<file path="src/verilog/escp_pkg.sv">
// Shared constants for the serial command port.
package escp_pkg;
   localparam int WORD_BITS = 17;
   localparam int NIB_COUNT = 4;
   localparam int NIB_BITS = 4;
   localparam int FAULT_COUNT = 4;
   localparam real WORD_TIME_US = 25.0;
   localparam real CLOCK_MHZ = 10.0;
   // Cycles allowed per word; the engine uses far fewer (about 4 per bit).
   localparam int WORD_CYCLES = int'(WORD_TIME_US * CLOCK_MHZ);
   // Word index of the first register; the APB byte address is four times the index.
   localparam logic [7:0] WIN_BASE = 8'h10;
   localparam logic [2:0] OFS_NIB0 = 3'h0;
   localparam logic [2:0] OFS_NIB1 = 3'h1;
   localparam logic [2:0] OFS_NIB2 = 3'h2;
   localparam logic [2:0] OFS_NIB3 = 3'h3;
   localparam logic [2:0] OFS_XFER = 3'h4;
   localparam logic [2:0] OFS_FAULT = 3'h5;
   localparam logic [2:0] OFS_MISC = 3'h6;
   localparam logic [2:0] OFS_CMDDONE = 3'h7;
   // Bit positions in the control and status words.
   localparam int XFER_ACTIVE_BIT = 0;
   localparam int XFER_DONE_BIT = 1;
   localparam int PAR_ERR_BIT = 2;
   localparam int CMD_DONE_BIT = 3;
   localparam int BIT17_BIT = 4;
   localparam int ATTN_BIT = 4;
   localparam int SEL_BIT = 0;
endpackage : escp_pkg

</file>
<file path="src/verilog/escp_port.sv">
// Serial command and configuration/status engine with APB access and fault latches.
`timescale 1ns/1ps
module escp_port
   import escp_pkg::*;
#(
   parameter int NFAULT = FAULT_COUNT
) (
   // Clock and reset.
   input wire logic CLOCK,
   input wire logic NRST,
   // APB slave.
   input wire logic PSEL,
   input wire logic PENABLE,
   input wire logic PWRITE,
   input wire logic [7:0] PADDR,
   input wire logic [31:0] PWDATA,
   output logic [31:0] PRDATA,
   output logic PREADY,
   output logic PSLVERR,
   // Host link.
   input wire logic DRIVE_SELECTED,
   input wire logic TRANSFER_REQ,
   input wire logic COMMAND_DATA,
   output logic TRANSFER_ACK,
   output logic STATUS_DATA,
   output logic COMMAND_COMPLETE,
   output logic ATTENTION,
   // Fault sources.
   input wire logic [NFAULT-1:0] FAULT_IN
);
   initial begin
      if (NFAULT < 1 || NFAULT > 8) $error("NFAULT must be 1 to 8");
      if (WORD_BITS * 4 > WORD_CYCLES) $error("word cannot fit its time budget");
   end

   typedef enum logic [4:0] {
      ST_IDLE = 5'b00001,
      ST_RANK_B = 5'b00010,
      ST_RANK_A = 5'b00100,
      ST_ACK = 5'b01000,
      ST_WAIT_LOW = 5'b10000
   } escp_state_type;

   escp_state_type state_q;
   logic [WORD_BITS-1:0] rank_a_q; // primary_shift_rank
   logic [WORD_BITS-1:0] rank_b_q; // secondary_shift_rank
   logic [4:0] count_q;
   logic parity_q;
   logic sending_q;
   logic active_q;
   logic done_q;
   logic par_err_q;
   logic cmd_done_q;
   logic ack_q;
   logic sdata_q;
   logic [NFAULT-1:0] fault_q;
   logic attn_q;
   logic [31:0] prdata_q;

   logic wr_en;
   logic rd_en;
   logic hit;
   logic [2:0] ofs;
   logic req;
   logic last_bit;
   logic cmd_done_set;
   logic done_clr;
   logic bit_in;

   // Eight words from byte address four times the base index, word aligned.
   assign hit = PADDR[7:5] == WIN_BASE[5:3] && PADDR[1:0] == 2'b00;
   assign ofs = PADDR[4:2];
   assign wr_en = PSEL && PENABLE && PWRITE && hit;
   assign rd_en = PSEL && !PENABLE && !PWRITE;
   assign req = TRANSFER_REQ && DRIVE_SELECTED;
   assign last_bit = count_q == 5'(WORD_BITS - 1);
   assign cmd_done_set = wr_en && ofs == OFS_CMDDONE;
   assign done_clr = wr_en && ofs == OFS_XFER && PWDATA[XFER_DONE_BIT];
   // Inbound bit enters parity; outbound 17th bit is replaced by the inverse of running parity.
   assign bit_in = COMMAND_DATA;

   // The window is only 8 words; any address outside it answers with an error.
   always_ff @(posedge CLOCK or negedge NRST) begin
      if (!NRST) begin
         PREADY <= 1'b0;
         PSLVERR <= 1'b0;
      end else begin
         PREADY <= PSEL && !PENABLE;
         PSLVERR <= PSEL && !PENABLE && !hit;
      end
   end

   always_ff @(posedge CLOCK or negedge NRST) begin
      if (!NRST) begin
         prdata_q <= 32'h0;
      end else if (rd_en) begin
         prdata_q <= 32'h0;
         if (hit) begin
            unique case (ofs)
               OFS_NIB0: prdata_q[3:0] <= rank_a_q[3:0];
               OFS_NIB1: prdata_q[3:0] <= rank_a_q[7:4];
               OFS_NIB2: prdata_q[3:0] <= rank_a_q[11:8];
               OFS_NIB3: prdata_q[3:0] <= rank_a_q[15:12];
               OFS_XFER: begin
                  prdata_q[XFER_ACTIVE_BIT] <= active_q;
                  prdata_q[XFER_DONE_BIT] <= done_q;
                  prdata_q[PAR_ERR_BIT] <= par_err_q;
                  prdata_q[CMD_DONE_BIT] <= cmd_done_q;
                  prdata_q[BIT17_BIT] <= rank_a_q[WORD_BITS-1];
               end
               OFS_FAULT: prdata_q[7:0] <= 8'(fault_q);
               OFS_MISC: begin
                  prdata_q[SEL_BIT] <= DRIVE_SELECTED;
                  prdata_q[ATTN_BIT] <= attn_q;
               end
               OFS_CMDDONE: prdata_q <= 32'h0;
            endcase
         end
      end
   end
   assign PRDATA = prdata_q;

   // Serial engine: each bit takes a rank-B clock then a rank-A clock.
   always_ff @(posedge CLOCK or negedge NRST) begin
      if (!NRST) begin
         state_q <= ST_IDLE;
         rank_a_q <= '0;
         rank_b_q <= '0;
         count_q <= 5'h0;
         parity_q <= 1'b0;
         ack_q <= 1'b0;
         sdata_q <= 1'b0;
      end else begin
         if (wr_en && ofs <= OFS_NIB3) begin
            rank_a_q[ofs[1:0]*NIB_BITS +: NIB_BITS] <= PWDATA[NIB_BITS-1:0];
         end
         if (cmd_done_set) begin
            count_q <= 5'h0;
            parity_q <= 1'b0;
         end
         unique case (state_q)
            ST_IDLE: begin
               if (req && !(done_q && !sending_q)) begin
                  sdata_q <= last_bit ? ~parity_q : rank_a_q[count_q];
                  state_q <= ST_RANK_B;
               end
            end
            ST_RANK_B: begin
               rank_b_q <= {rank_a_q[WORD_BITS-2:0], bit_in};
               state_q <= ST_RANK_A;
            end
            ST_RANK_A: begin
               if (!sending_q) begin
                  rank_a_q <= rank_b_q;
                  parity_q <= parity_q ^ rank_b_q[0];
               end else begin
                  parity_q <= parity_q ^ rank_a_q[count_q];
               end
               state_q <= ST_ACK;
            end
            ST_ACK: begin
               ack_q <= 1'b1;
               count_q <= last_bit ? 5'h0 : count_q + 5'h1;
               if (last_bit) parity_q <= 1'b0;
               state_q <= ST_WAIT_LOW;
            end
            ST_WAIT_LOW: begin
               if (!TRANSFER_REQ) begin
                  ack_q <= 1'b0;
                  state_q <= ST_IDLE;
               end
            end
         endcase
      end
   end

   // Direction: a write of the done-clear bit while complete hands the word out.
   always_ff @(posedge CLOCK or negedge NRST) begin
      if (!NRST) begin
         sending_q <= 1'b0;
      end else if (done_clr && done_q) begin
         sending_q <= 1'b1;
      end else if (cmd_done_set ||
                   (state_q == ST_WAIT_LOW && !TRANSFER_REQ && count_q == 5'h0 && sending_q)) begin
         // Held until the host has taken the parity bit, so the line does not drop under it.
         sending_q <= 1'b0;
      end
   end

   // Flags; a hardware set wins over a same-cycle software clear, except parity error, which a same-cycle command-done write clears.
   always_ff @(posedge CLOCK or negedge NRST) begin
      if (!NRST) begin
         active_q <= 1'b0;
         done_q <= 1'b0;
         par_err_q <= 1'b0;
         cmd_done_q <= 1'b1;
      end else begin
         if (state_q == ST_IDLE && req) begin
            active_q <= 1'b1;
         end else if (wr_en && ofs == OFS_XFER && PWDATA[XFER_ACTIVE_BIT]) begin
            active_q <= 1'b0;
         end
         if (state_q == ST_ACK && last_bit) begin
            done_q <= 1'b1;
            if (!sending_q) par_err_q <= ~parity_q;
         end else if (cmd_done_set || done_clr) begin
            done_q <= 1'b0;
         end
         if (state_q == ST_IDLE && req && count_q == 5'h0 && !sending_q) begin
            cmd_done_q <= 1'b0;
         end else if (cmd_done_set) begin
            cmd_done_q <= 1'b1;
            par_err_q <= 1'b0;
         end
      end
   end

   // Faults: a live condition re-sets its latch even while software clears.
   always_ff @(posedge CLOCK or negedge NRST) begin
      if (!NRST) begin
         fault_q <= '0;
         attn_q <= 1'b0;
      end else begin
         if (wr_en && ofs == OFS_FAULT && PWDATA[0]) begin
            fault_q <= FAULT_IN;
         end else begin
            fault_q <= fault_q | FAULT_IN;
         end
         if (|FAULT_IN || (wr_en && ofs == OFS_FAULT && PWDATA[1])) begin
            attn_q <= 1'b1;
         end else if (wr_en && ofs == OFS_FAULT && PWDATA[0]) begin
            attn_q <= 1'b0;
         end
      end
   end

   // Host-facing outputs are registered and forced low while deselected.
   always_ff @(posedge CLOCK or negedge NRST) begin
      if (!NRST) begin
         TRANSFER_ACK <= 1'b0;
         STATUS_DATA <= 1'b0;
         COMMAND_COMPLETE <= 1'b0;
         ATTENTION <= 1'b0;
      end else begin
         TRANSFER_ACK <= ack_q && DRIVE_SELECTED;
         STATUS_DATA <= sdata_q && sending_q && DRIVE_SELECTED;
         COMMAND_COMPLETE <= cmd_done_q && DRIVE_SELECTED;
         ATTENTION <= attn_q && DRIVE_SELECTED;
      end
   end
endmodule : escp_port

</file>
<file path="config.mk">
export PLATFORM = sky130hd
export DESIGN_NAME = escp_port
export DESIGN_NICKNAME = d
export VERILOG_FILES = /design/src/verilog/escp_pkg.sv /design/src/verilog/escp_port.sv
export SDC_FILE = /design/constraint.sdc
export NUM_CORES = 1
export LEC_CHECK = 0
export BUFFER_PORTS_ARGS = -buffer_cell sky130_fd_sc_hd__buf_2
export CORE_ASPECT_RATIO = 0.6
export CORE_UTILIZATION = 49
export DETAILED_ROUTE_END_ITERATION = 7
export PLACE_DENSITY = 0.83
export SLEW_MARGIN = 0
export SYNTH_ARGS = -nofsm -noshare
export SYNTH_HDL_FRONTEND = slang
export SYNTH_SLANG_ARGS = --single-unit
</file>
<file path="constraint.sdc">
create_clock -name CLOCK -period 2.2 [get_ports CLOCK]
set_clock_uncertainty 0.2 [all_clocks]
set_input_delay 0.55 -clock CLOCK [delete_from_list [all_inputs] [get_ports CLOCK]]
set_output_delay 0.55 -clock CLOCK [all_outputs]
set_load 0.01 [all_outputs]
</file>
Yosys cells after proc, flatten, opt, wreduce, memory -nomap -nowiden:

Cells that the tools add are included.
W data, S select, Z words.

* shifts and indexed selects: 2
* bitwise gates (word level): 4
* order comparisons: 2
* reduce and logical (&&, ||, !) cells: 54
* multiplexer cells: 38
* equality and inequality tests: 16
* $add $sub $neg: 2

Operators with widths (count)
* $mux W17: 3
* $neg A4 Y34: 1
* $shift A4 B34 Y17 const A: 1
* $shiftx A4 B34 Y17: 1
* $logic_and A1 B1 Y1: 31
* $mux W5: 6
* $pmux W5 S5: 1
* $mux W1: 20
* $pmux W3 S6: 1
* $bwmux W17: 1
* $reduce_bool A2 Y1: 7
* $eq A3 B3 Y1 const B: 4
* $eq A5 B5 Y1 const B: 2
* $eq A3 B2 Y1 const B: 3
* $pmux W1 S8: 1
* $logic_not A1 Y1: 6
* $lt A5 B6 Y1 const B: 1
* $pmux W1 S2: 3
* $reduce_and A2 Y1: 3
* $add A5 B1 Y5 const B: 1
* $bmux W1 S5: 1
* $eq A5 B1 Y1 const B: 1
* $eq A5 B2 Y1 const B: 1
* $eq A5 B3 Y1 const B: 1
* other kinds (13): 17

* input bits: 52
* word-level logic and storage cells: 139
* bits in registers: 95
* output and inout port bits: 38

Longest topological paths before layout:

Gate-level depths: netlist of run 1.

* word-level depth: 8
* mapped depth: 7
* gate-level depth less buffers: 7

Worst setup path after synthesis of run 1:

Ideal clock, no wire load.

* kind: input port to flip-flop
* start point: in PADDR[2]
* end point: reg rank_a_q[16]
* library setup time: 0.125 ns
* data arrival time: 2.071 ns
* stages on the path: 7
* path slack: -0.196 ns
* required time: 1.875 ns
* path buffers: 1
* cell sequence: ha_1 -> clkbuf_1 -> and3b_1 -> nor4_4 -> nand3_1 -> mux2_1 -> mux2_2

* longest elaborated chain between the ends: 6

Ends and longest elaborated chain
* start, declared: RTL line escp_port.sv:15 `input wire logic [7:0] PADDR,`
* $neg A4 Y34: RTL line escp_port.sv:135 `rank_a_q[ofs[1:0]*NIB_BITS +: NIB_BITS] <= PWDATA[NIB_BITS-1:0];`
* $shiftx A4 B34 Y17 / $shift A4 B34 Y17 (equally long branches): RTL line escp_port.sv:135
* $bwmux W17: RTL line escp_port.sv:135
* $mux W17 (*): RTL line escp_port.sv:134 `if (wr_en && ofs <= OFS_NIB3) begin`
* $mux W17: RTL line escp_port.sv:153 `if (!sending_q) begin`
* $mux W17 (*): RTL line escp_port.sv:141 `unique case (state_q)`
* end signal, assigned by index: RTL line escp_port.sv:135
* end signal, assigned: RTL line escp_port.sv:154 `rank_a_q <= rank_b_q;`
* end, declared: RTL line escp_port.sv:45 `logic [WORD_BITS-1:0] rank_a_q;`

Mark *: on every way between the ends. The rest lies on a longest branch, timed or not.
A chain may end at the register's enable or synchronous reset.

Worst setup path in the final report of run 1:

* start point: reg state_q[1]
* end point: reg par_err_q

* longest elaborated chain between the ends: 5

Ends and longest elaborated chain
* start, declared: RTL line escp_port.sv:44 `escp_state_type state_q;`
* start signal, assigned: RTL line escp_port.sv:126 `state_q <= ST_IDLE;`
* start signal, assigned: RTL line escp_port.sv:145 `state_q <= ST_RANK_B;`
* start signal, assigned: RTL line escp_port.sv:150 `state_q <= ST_RANK_A;`
* $eq A5 B4 Y1 / $eq A5 B1 Y1 (equally long branches): RTL line escp_port.sv:203, escp_port.sv:209
* $logic_and A1 B1 Y1 (on tied branches): RTL line escp_port.sv:203, escp_port.sv:209
* $mux W1 / $logic_and A1 B1 Y1 (equally long branches): RTL line escp_port.sv:203, escp_port.sv:209
* $mux W1 / $logic_and A1 B1 Y1 (equally long branches): RTL line escp_port.sv:211, escp_port.sv:209
* $mux W1 (*): RTL line escp_port.sv:209 `if (state_q == ST_IDLE && req && count_q == 5'h0 && !sending_q) begin`
* end signal, assigned: RTL line escp_port.sv:205 `if (!sending_q) par_err_q <= ~parity_q;`
* end, declared: RTL line escp_port.sv:52 `logic par_err_q;`

Marked as above.

==> reports/results.ini, run 1 <==
[synthesis]
ys_types=67
yosys-top-cells-count=dfrtp_1 (66), nand2_1 (36), buf_4 (28), o21ai_0 (25)
syn_inst=407
ys_seq_elements=68
netlist_area_mm2=0.00398
synth_top_cell_by_area=dfrtp_1
syn_area_per_cell_um2=9.77
synth_edf_count=0
synth.area.top_cells=dfrtp_1 (42%), mux2_2 (5.7%), buf_4 (5.3%)
yosys_warnings=0
async_flop_share_pct=100
yosysMostFrequentCell=dfrtp_1
ys_dominant_reg_cell=dfrtp_1
synth.top_cell.area_share_pct=41.5
synth-seq-area-share_pct=42.9

[drt]
drtPass1Iterations=8
first_iter_violations=343
ant_nets=0
drc=0
wl_um=9690
wl_per_cell_um=16.7
vias=3307
viasPerCell=5.71

[sta]
maxSlewHeadroom_pct=65.1
tightest_slew_ns=0.516
setup_viol=0
fin_setup_tns_ns=0
hold_violations=0
slew_viol_final=0
rsz0062_at_grt=no
fin_crit_ns=2.14
fmax_ghz=0.467
timing.final.crit_share_pct=97.4

[placement]
dpl.cell_count=563
placed_cell_area_mm2=0.00436
dp_hpwl_um=7110
gp_congestion=0.910
port_buffers=34

[floorplan]
initial_core_util_pct=50.6
die_y_um=71.8
die_x_um=118
io_pins=90
dieArea_mm2=0.00849
core_mm2=0.00785
rows=25

[final_layout]
seq_area_mm2=0.00170
fillCellCount=663
final_cell_area_mm2=0.00471
fin_cells=579
drive_above_1_share_pct=24.4
multi_input_area_mm2=0.00202
area_growth_syn_to_layout_pct=18.4
diodes=0
final_nets=526

[critical_path]
worst_setup_path_start_kind=flip-flop
critPathRequiredTime_ns=2.26
r2r_cells=4
path_max_fanout=3
r2r-start=state_q[1]
arrival_ns=2.20
r2r-end=par_err_q
crit_path_end_kind=flip-flop
critPathKind=reg -> reg
rrSetupSlack_ns=0.06

[cts]
cts_tree=yes
clk-insertion-delay-late_ns=0.33
postCtsSetupRepairBufs=0
ctsRootBufferMaster=clkbuf_16
cts_buffers=9
h-tree-depth=3
clkTransAtPathRegs_ns=0.05
cts_buffer_depth=2
cts.sinks=68

[power_and_ir_drop]
p_leak_uw=0.00214
cellPowerDensity_mw_per_mm2=1190
ir_drop_mv=0.635

[global_route]
grt_pass1_vias=3032
grt.total_usage_pct=23.5
grt-ovfl-total=0
antenna_found_initial=0
grt_max_degree=69
grt_pass1_wl_um=15300

[job]
drv_cap=0

[outcome]
outcome=finished, final reports clean

[worst_hold_path]
hold_class=in -> async

-- report_power, final --
| group | switching [uW] | internal (uW) | total, uW |
|---|---|---|---|
| clock | 524 | 1080 | 1610 |
| combinational | 1030 | 954 | 1990 |
| sequential | 379 | 1650 | 2020 |
| total | 1930 | 3680 | 5620 |
-- registers in the layout, summed over array words and instances (netlist names), 4 cells and up --
| register | count |
|---|---|
| PRDATA | 5 |
| count_q | 5 |
| fault_q | 4 |
| rank_a_q | 17 |
| rank_b_q | 17 |
| state_q | 5 |
-- per-stage QoR --
stage	setup slack, ns	hold WS, ns	power (uW)	utilization [%]
floorplan	-0.0962	0.0544	3370	-
global placement	-0.108	0.255	3860	55.6
detailed placement	-0.196	0.263	3960	55.6
CTS	0.0585	0.0436	5600	59.9
global route	0.00314	0.0702	5900	60.0
finish	0.0568	0.0344	5620	60.0
-- worst max-delay path: stages (launching register included) --
cell     delay, ns
dfrtp_1       0.39
or3_4         0.40
or4_4         0.53
or3_4         0.40
a21oi_2       0.15
-- layout by cell type, fill, tap and decap left out, drive strengths merged, types with 3 or more instances in the layout --
master,synthesis,final
mux2,21,21
o21ai,25,25
a22oi,6,6
a211oi,5,5
and2,18,18
or3,3,3
a21oi,18,18
conb,1,27
nand2,36,36
nand3b,3,3
a31oi,3,3
nor4,10,10
ha,8,8
dfrtp,66,66
inv,20,20
clkbuf,11,13
mux2i,15,15
nor2b,10,10
nand3,7,7
o31ai,4,4
nand2b,4,4
buf,33,66
nor4b,3,3
nor2,19,19
and4,4,4
nor3,7,7
a21o,5,5
a311oi,4,4
-- kinds of logic (layout without fill, tap and decap cells) --
family                   count (synthesis)  count (layout)  share of synthesized area [%]
adder cells (fa/ha/maj)                  8               8                           2.52
AO/OA/AOI/OAI                           87              87                           14.4
other                                    1              27                         0.0943
AND/OR/NAND/NOR                        141             141                           21.0
buffers and inverters                   64             102                           8.97
multiplexers                            36              36                           9.73
XOR/XNOR                                 2               2                          0.441
flip-flops                              68              68                           42.9
-- per-layer routing --
metal  global-route usage [%]  part of all wire, %  up-vias
met4                     6.13                 0.84        0
met5                        0                    0        -
met3                     5.89                  6.8       13
met2                     35.6                   45      128
li1                         -                    -     1528
met1                     33.8                   48     1638
-- area by class of cell --
cell class                      count  share of cell area, %
Clock buffer                       13                   5.74
Clock inverter                      3                   1.44
Inverter                           20                   1.59
Multi-Input combinational cell    301                   42.9
Sequential cell                    68                   36.2
Tap cell                          108                   2.87
Timing Repair Buffer               66                   9.25
-- what timing repair did --
action | in CTS | in global routing
resized for setup | 0 | 2
setup endpoints to repair | 0 | 5
hold buffers | 0 | 0
-- worst max-delay path by stage --
stage,start,end,slack (ns),depth (start not counted)
finish,state_q[1],par_err_q,0.06,4
global route,state_q[2],rank_a_q[12],0.003,7
CTS,state_q[1],par_err_q,0.06,4
detailed placement,PADDR[2],rank_a_q[6],-0.20,7
global placement,PADDR[2],rank_a_q[6],-0.11,7
floorplan,PADDR[2],rank_a_q[16],-0.1,7
Note: power is estimated with default switching activity, not from simulation.
==> inputs of run 2 (changes only) <==
REMOVE_ABC_BUFFERS = 1   (was default)
SKIP_CTS_REPAIR_TIMING = 1   (was default)
==> run 2 against run 1 <==
  * Clock power grew 3%
  * Routed wire length is essentially flat
  * Largest power group unchanged
  * Cell count grew 1.0%
  * Critical endpoint is now sdata_q
  * Critical path type unchanged
  * Highest routed layer unchanged
==> reports/results.ini, run 2 (synthesis gave the netlist of run 1 again) <==
[outcome]
outcome=finished, final reports clean

[power_and_ir_drop]
pwr-share-seq_pct=36.0
p_total_uw=5670
cellPowerDensity_mw_per_mm2=1190
sw_frac_of_total_pct=34.4
p_switching_uw=1950
ir_drop_mv=0.584
combPwrFrac_pct=34.8
clock_power_share_pct=29.3
p_leak_uw=0.00217
p_int_uw=3720

[sta]
tightest_slew_ns=0.614
hold_violations=0
rsz0062_at_grt=no
slew_viol_final=0
hold_slack_ns=0.0161
timing.final.crit_share_pct=96.6
fin_crit_ns=2.12
fmax_ghz=0.471
setup_viol=0
maxSlewHeadroom_pct=58.0

[cts]
clk-insertion-delay-late_ns=0.34
h-tree-depth=3
cts.sinks=68
cts_tree=yes
cts_buffer_depth=2
cts_buffers=9
clkTransAtPathRegs_ns=0.06
ctsRootBufferMaster=clkbuf_16

[drt]
wl_per_cell_um=16.6
drc=0
ant_nets=0
wl_um=9680
drtPass1Iterations=7
viasPerCell=5.69
vias=3330
first_iter_violations=327

[critical_path]
startpoint=state_q[3]
crit_path_end_kind=flip-flop
path_max_fanout=8
critPathKind=reg -> reg
r2r_cells=5
crit_path_end=sdata_q
r2r-end=sdata_q
worst_setup_path_start_kind=flip-flop
crit_chain=or3_4, or4_4, nor2_2, mux2i_1, a31oi_1
max_stage_delay_ns=0.51
critical_path.slowest_cell=or4_4
arrival_ns=2.13
r2r-start=state_q[3]
rrSetupSlack_ns=0.08
critPathRequiredTime_ns=2.21

[final_layout]
fin_cells=585
area_growth_syn_to_layout_pct=19.7
drive_above_1_share_pct=26.0
final_nets=532
layout_common_cells=dfrtp_1 (64), nand2_1 (36), buf_4 (36), buf_2 (34), conb_1 (27)
mostFrequentLayoutCell=dfrtp_1
final_util_pct=60.6
fillCellCount=678
final_cell_area_mm2=0.00476
diodes=0
largest_registers=rank_a_q (17), rank_b_q (17)

[placement]
port_buffers=34
placed_cell_area_mm2=0.00441
gp_congestion=0.896
dp_hpwl_um=7050
dpl.cell_count=569

[floorplan]
die_x_um=118
io_pins=90
rows=25
dieArea_mm2=0.00849
initial_core_util_pct=50.6
core_mm2=0.00785
die_y_um=71.8

[global_route]
antenna_found_initial=0
grt_max_degree=69
grt.total_usage_pct=25.5
grt_pass1_wl_um=16300
grt-ovfl-total=0
grt_pass1_vias=3113

[worst_hold_path]
hold_class=in -> async

[job]
drv_cap=0

## run 2: per-stage QoR
| stage | setup WS, ns | TNS (ns) |
|---|---|---|
| after floorplan | -0.155 | -0.155 |
| after global placement | -0.121 | -1.01 |
| after detailed placement | -0.180 | -2.51 |
| after CTS | 0.0156 | 0 |
| after global routing | 0.0161 | 0 |
| final | 0.0757 | 0 |
## run 2: worst min path at each step
stage	start	end	slack, ns	cells after the start
floorplan	NRST	ATTENTION	0.05	0
global placement	rank_b_q[8]	rank_a_q[8]	0.25	2
detailed placement	fault_q[3]	fault_q[3]	0.27	1
CTS	NRST	STATUS_DATA	0.05	2
global route	NRST	TRANSFER_ACK	0.06	2
finish	NRST	TRANSFER_ACK	0.02	2
## run 2: power by group through the flow
stage / Combinational (uW) / Sequential [uW] / Clock (uW)
CTS: 1960 / 2020 / 1680
global route: 2190 / 2080 / 1750
floorplan: 1320 / 1950 / 0
detailed placement: 1940 / 2040 / 0
global placement: 1860 / 2000 / 0
finish: 1970 / 2040 / 1660
## run 2: routing by layer
metal / vias up / GRT usage [%] / wire length, um
li1: 1537 / - / -
met1: 1623 / 37.5 / 4650
met2: 159 / 35.5 / 3960
met3: 11 / 7.64 / 975
met4: 0 / 8.26 / 98
met5: - / 0 / 0
## run 2: cell type report
cell class / count / area (um2) / area share [%]
multi-input cells: 301 / 2020 / 42.5
flip-flops and latches: 68 / 1710 / 35.9
repair buffers: 72 / 480 / 10.1
clock buffers: 10 / 229 / 4.81
well taps: 108 / 135 / 2.84
clock inverters: 6 / 113 / 2.37
inverters: 20 / 75.1 / 1.58
## run 2: worst max-delay path: cells and delay by family, from the launching register on
family | cells | cell delay [ns]
simple gates | 3 | 1.04
flops | 1 | 0.45
mux | 1 | 0.21
compound gates | 1 | 0.08
==> inputs of run 3 (changes only) <==
CORE_ASPECT_RATIO = default   (was 0.6)
CORE_UTILIZATION = 28   (was 49)
PLACE_DENSITY = 0.56   (was 0.83)
==> run 3 against run 2 <==
  * Worst setup slack got worse by 0.014 ns
  * Utilization down 26 points
  * Clock power about the same
  * Count of clock-buffer cells in the layout unchanged
  * Flip-flop and latch count unchanged
  * Non-clock buffer count increased by 1
  * Register-to-register slack about the same
  * Sequential share of layout area down 0.76 points
  * Critical path type unchanged
  * Largest cell class unchanged
  * Largest power group unchanged
==> reports/results.ini, run 3 (synthesis gave the netlist of run 1 again) <==
[power_and_ir_drop]
p_leak_uw=0.00218
cellPowerDensity_mw_per_mm2=1160
ir_drop_mv=0.378
p_total_uw=5660

[cts]
cts.sinks=68
cts_buffers=9
h-tree-depth=3
clk-insertion-delay-late_ns=0.34
cts_buffer_depth=2
ctsRootBufferMaster=clkbuf_16
clkTransAtPathRegs_ns=0.05
cts_tree=yes

[global_route]
grt_pass1_wl_um=16300
grt_max_degree=28
grt.total_usage_pct=14.7
grt-ovfl-total=0
grt_pass1_vias=3173
antenna_found_initial=0

[sta]
rsz0062_at_grt=no
timing.final.crit_share_pct=97.2
slew_viol_final=0
fin_crit_ns=2.14
hold_violations=0
setup_viol=0
tightest_slew_ns=0.607
maxSlewHeadroom_pct=58.5
setup_ws_ns=0.0614
fin_setup_tns_ns=0
fmax_ghz=0.468

[critical_path]
critPathRequiredTime_ns=2.27
critPathKind=reg -> reg
crit_chain=or3_4, or4_4, or3_4, a21oi_2
path_max_fanout=7
critical_path.slowest_cell=or4_4
r2r-start=state_q[2]
rrSetupSlack_ns=0.06
max_stage_delay_ns=0.52
crit_family=simple AND/OR/NAND/NOR gates
crit_top_cell=or3_4
startpoint=state_q[2]
r2r_cells=4
critical_path_buf_inv_count=0
r2r-end=par_err_q
worst_setup_path_start_kind=flip-flop
crit_path_end_kind=flip-flop
arrival_ns=2.20

[placement]
port_buffers=34
dp_hpwl_um=7500
dpl.cell_count=641
gp_congestion=0.826
placed_cell_area_mm2=0.00450
place_ws_ns=-0.189

[final_layout]
final_cell_area_mm2=0.00486
seq_area_mm2=0.00171
largest_registers=rank_a_q (17), rank_b_q (17)
layout_common_cells=dfrtp_1 (65), nand2_1 (36), buf_4 (36), buf_2 (34), conb_1 (27)
multi_input_area_mm2=0.00201
diodes=0
fin_cells=658
mostFrequentLayoutCell=dfrtp_1
drive_above_1_share_pct=25.5
area_growth_syn_to_layout_pct=22.2
fillCellCount=1390
final_nets=533

[floorplan]
die_y_um=121
io_pins=90
die_x_um=121
dieArea_mm2=0.0147
rows=43
initial_core_util_pct=28.6
core_mm2=0.0139

[drt]
drc=0
drtPass1Iterations=4
wl_per_cell_um=14.9
viasPerCell=4.83
vias=3177
ant_nets=0
wl_um=9780
first_iter_violations=217

[worst_hold_path]
hold_class=in -> reg
min_path_cells=3
hold_end=rank_b_q[0]
hold_path.startpoint=COMMAND_DATA

[job]
drv_cap=0

[outcome]
outcome=finished, final reports clean

run 3: per-stage QoR:
stage	hold slack, ns	utilization, %
floorplan	0.0544	-
global placement	0.254	32.4
detailed placement	0.264	32.4
CTS	-0.0276	34.9
global route	0.205	35.0
finish	0.215	35.0
run 3: how the worst max path moves through the flow:
stage	end	slack (ns)	cells after the start
floorplan	rank_a_q[16]	-0.16	4
global placement	rank_a_q[16]	-0.10	6
detailed placement	rank_a_q[4]	-0.19	7
CTS	par_err_q	0.05	4
global route	rank_a_q[4]	0.003	7
finish	par_err_q	0.06	4
run 3: power breakdown:
group          internal, uW  leakage (uW)  switching, uW  total [uW]
Clock                  1140      0.000169            546        1680
Sequential             1650      0.000799            382        2030
Combinational           968       0.00121            978        1950
Total                  3750       0.00218           1910        5660
run 3: routing by layer:
metal / wire length [um] / vias to the layer above / GRT usage, %
li1: - / 1538 / -
met5: 0 / - / 0
met2: 4700 / 83 / 24.2
met3: 445 / 18 / 4.42
met4: 252 / 0 / 6.64
met1: 4390 / 1538 / 17.4
run 3: cell type report:
| cell class | count | share of cell area [%] |
|---|---|---|
| clock inverter | 6 | 2.29 |
| inverter | 20 | 1.55 |
| sequential | 68 | 35.1 |
| tap | 180 | 4.64 |
| clock buffer | 10 | 4.92 |
| multi-input combinational | 301 | 41.4 |
| timing repair buffer | 73 | 10.1 |
run 3: worst register-to-register path: stages, from the launching register on:
cell	delay, ns
dfrtp_2	0.44
or3_4	0.39
or4_4	0.52
or3_4	0.39
a21oi_2	0.13
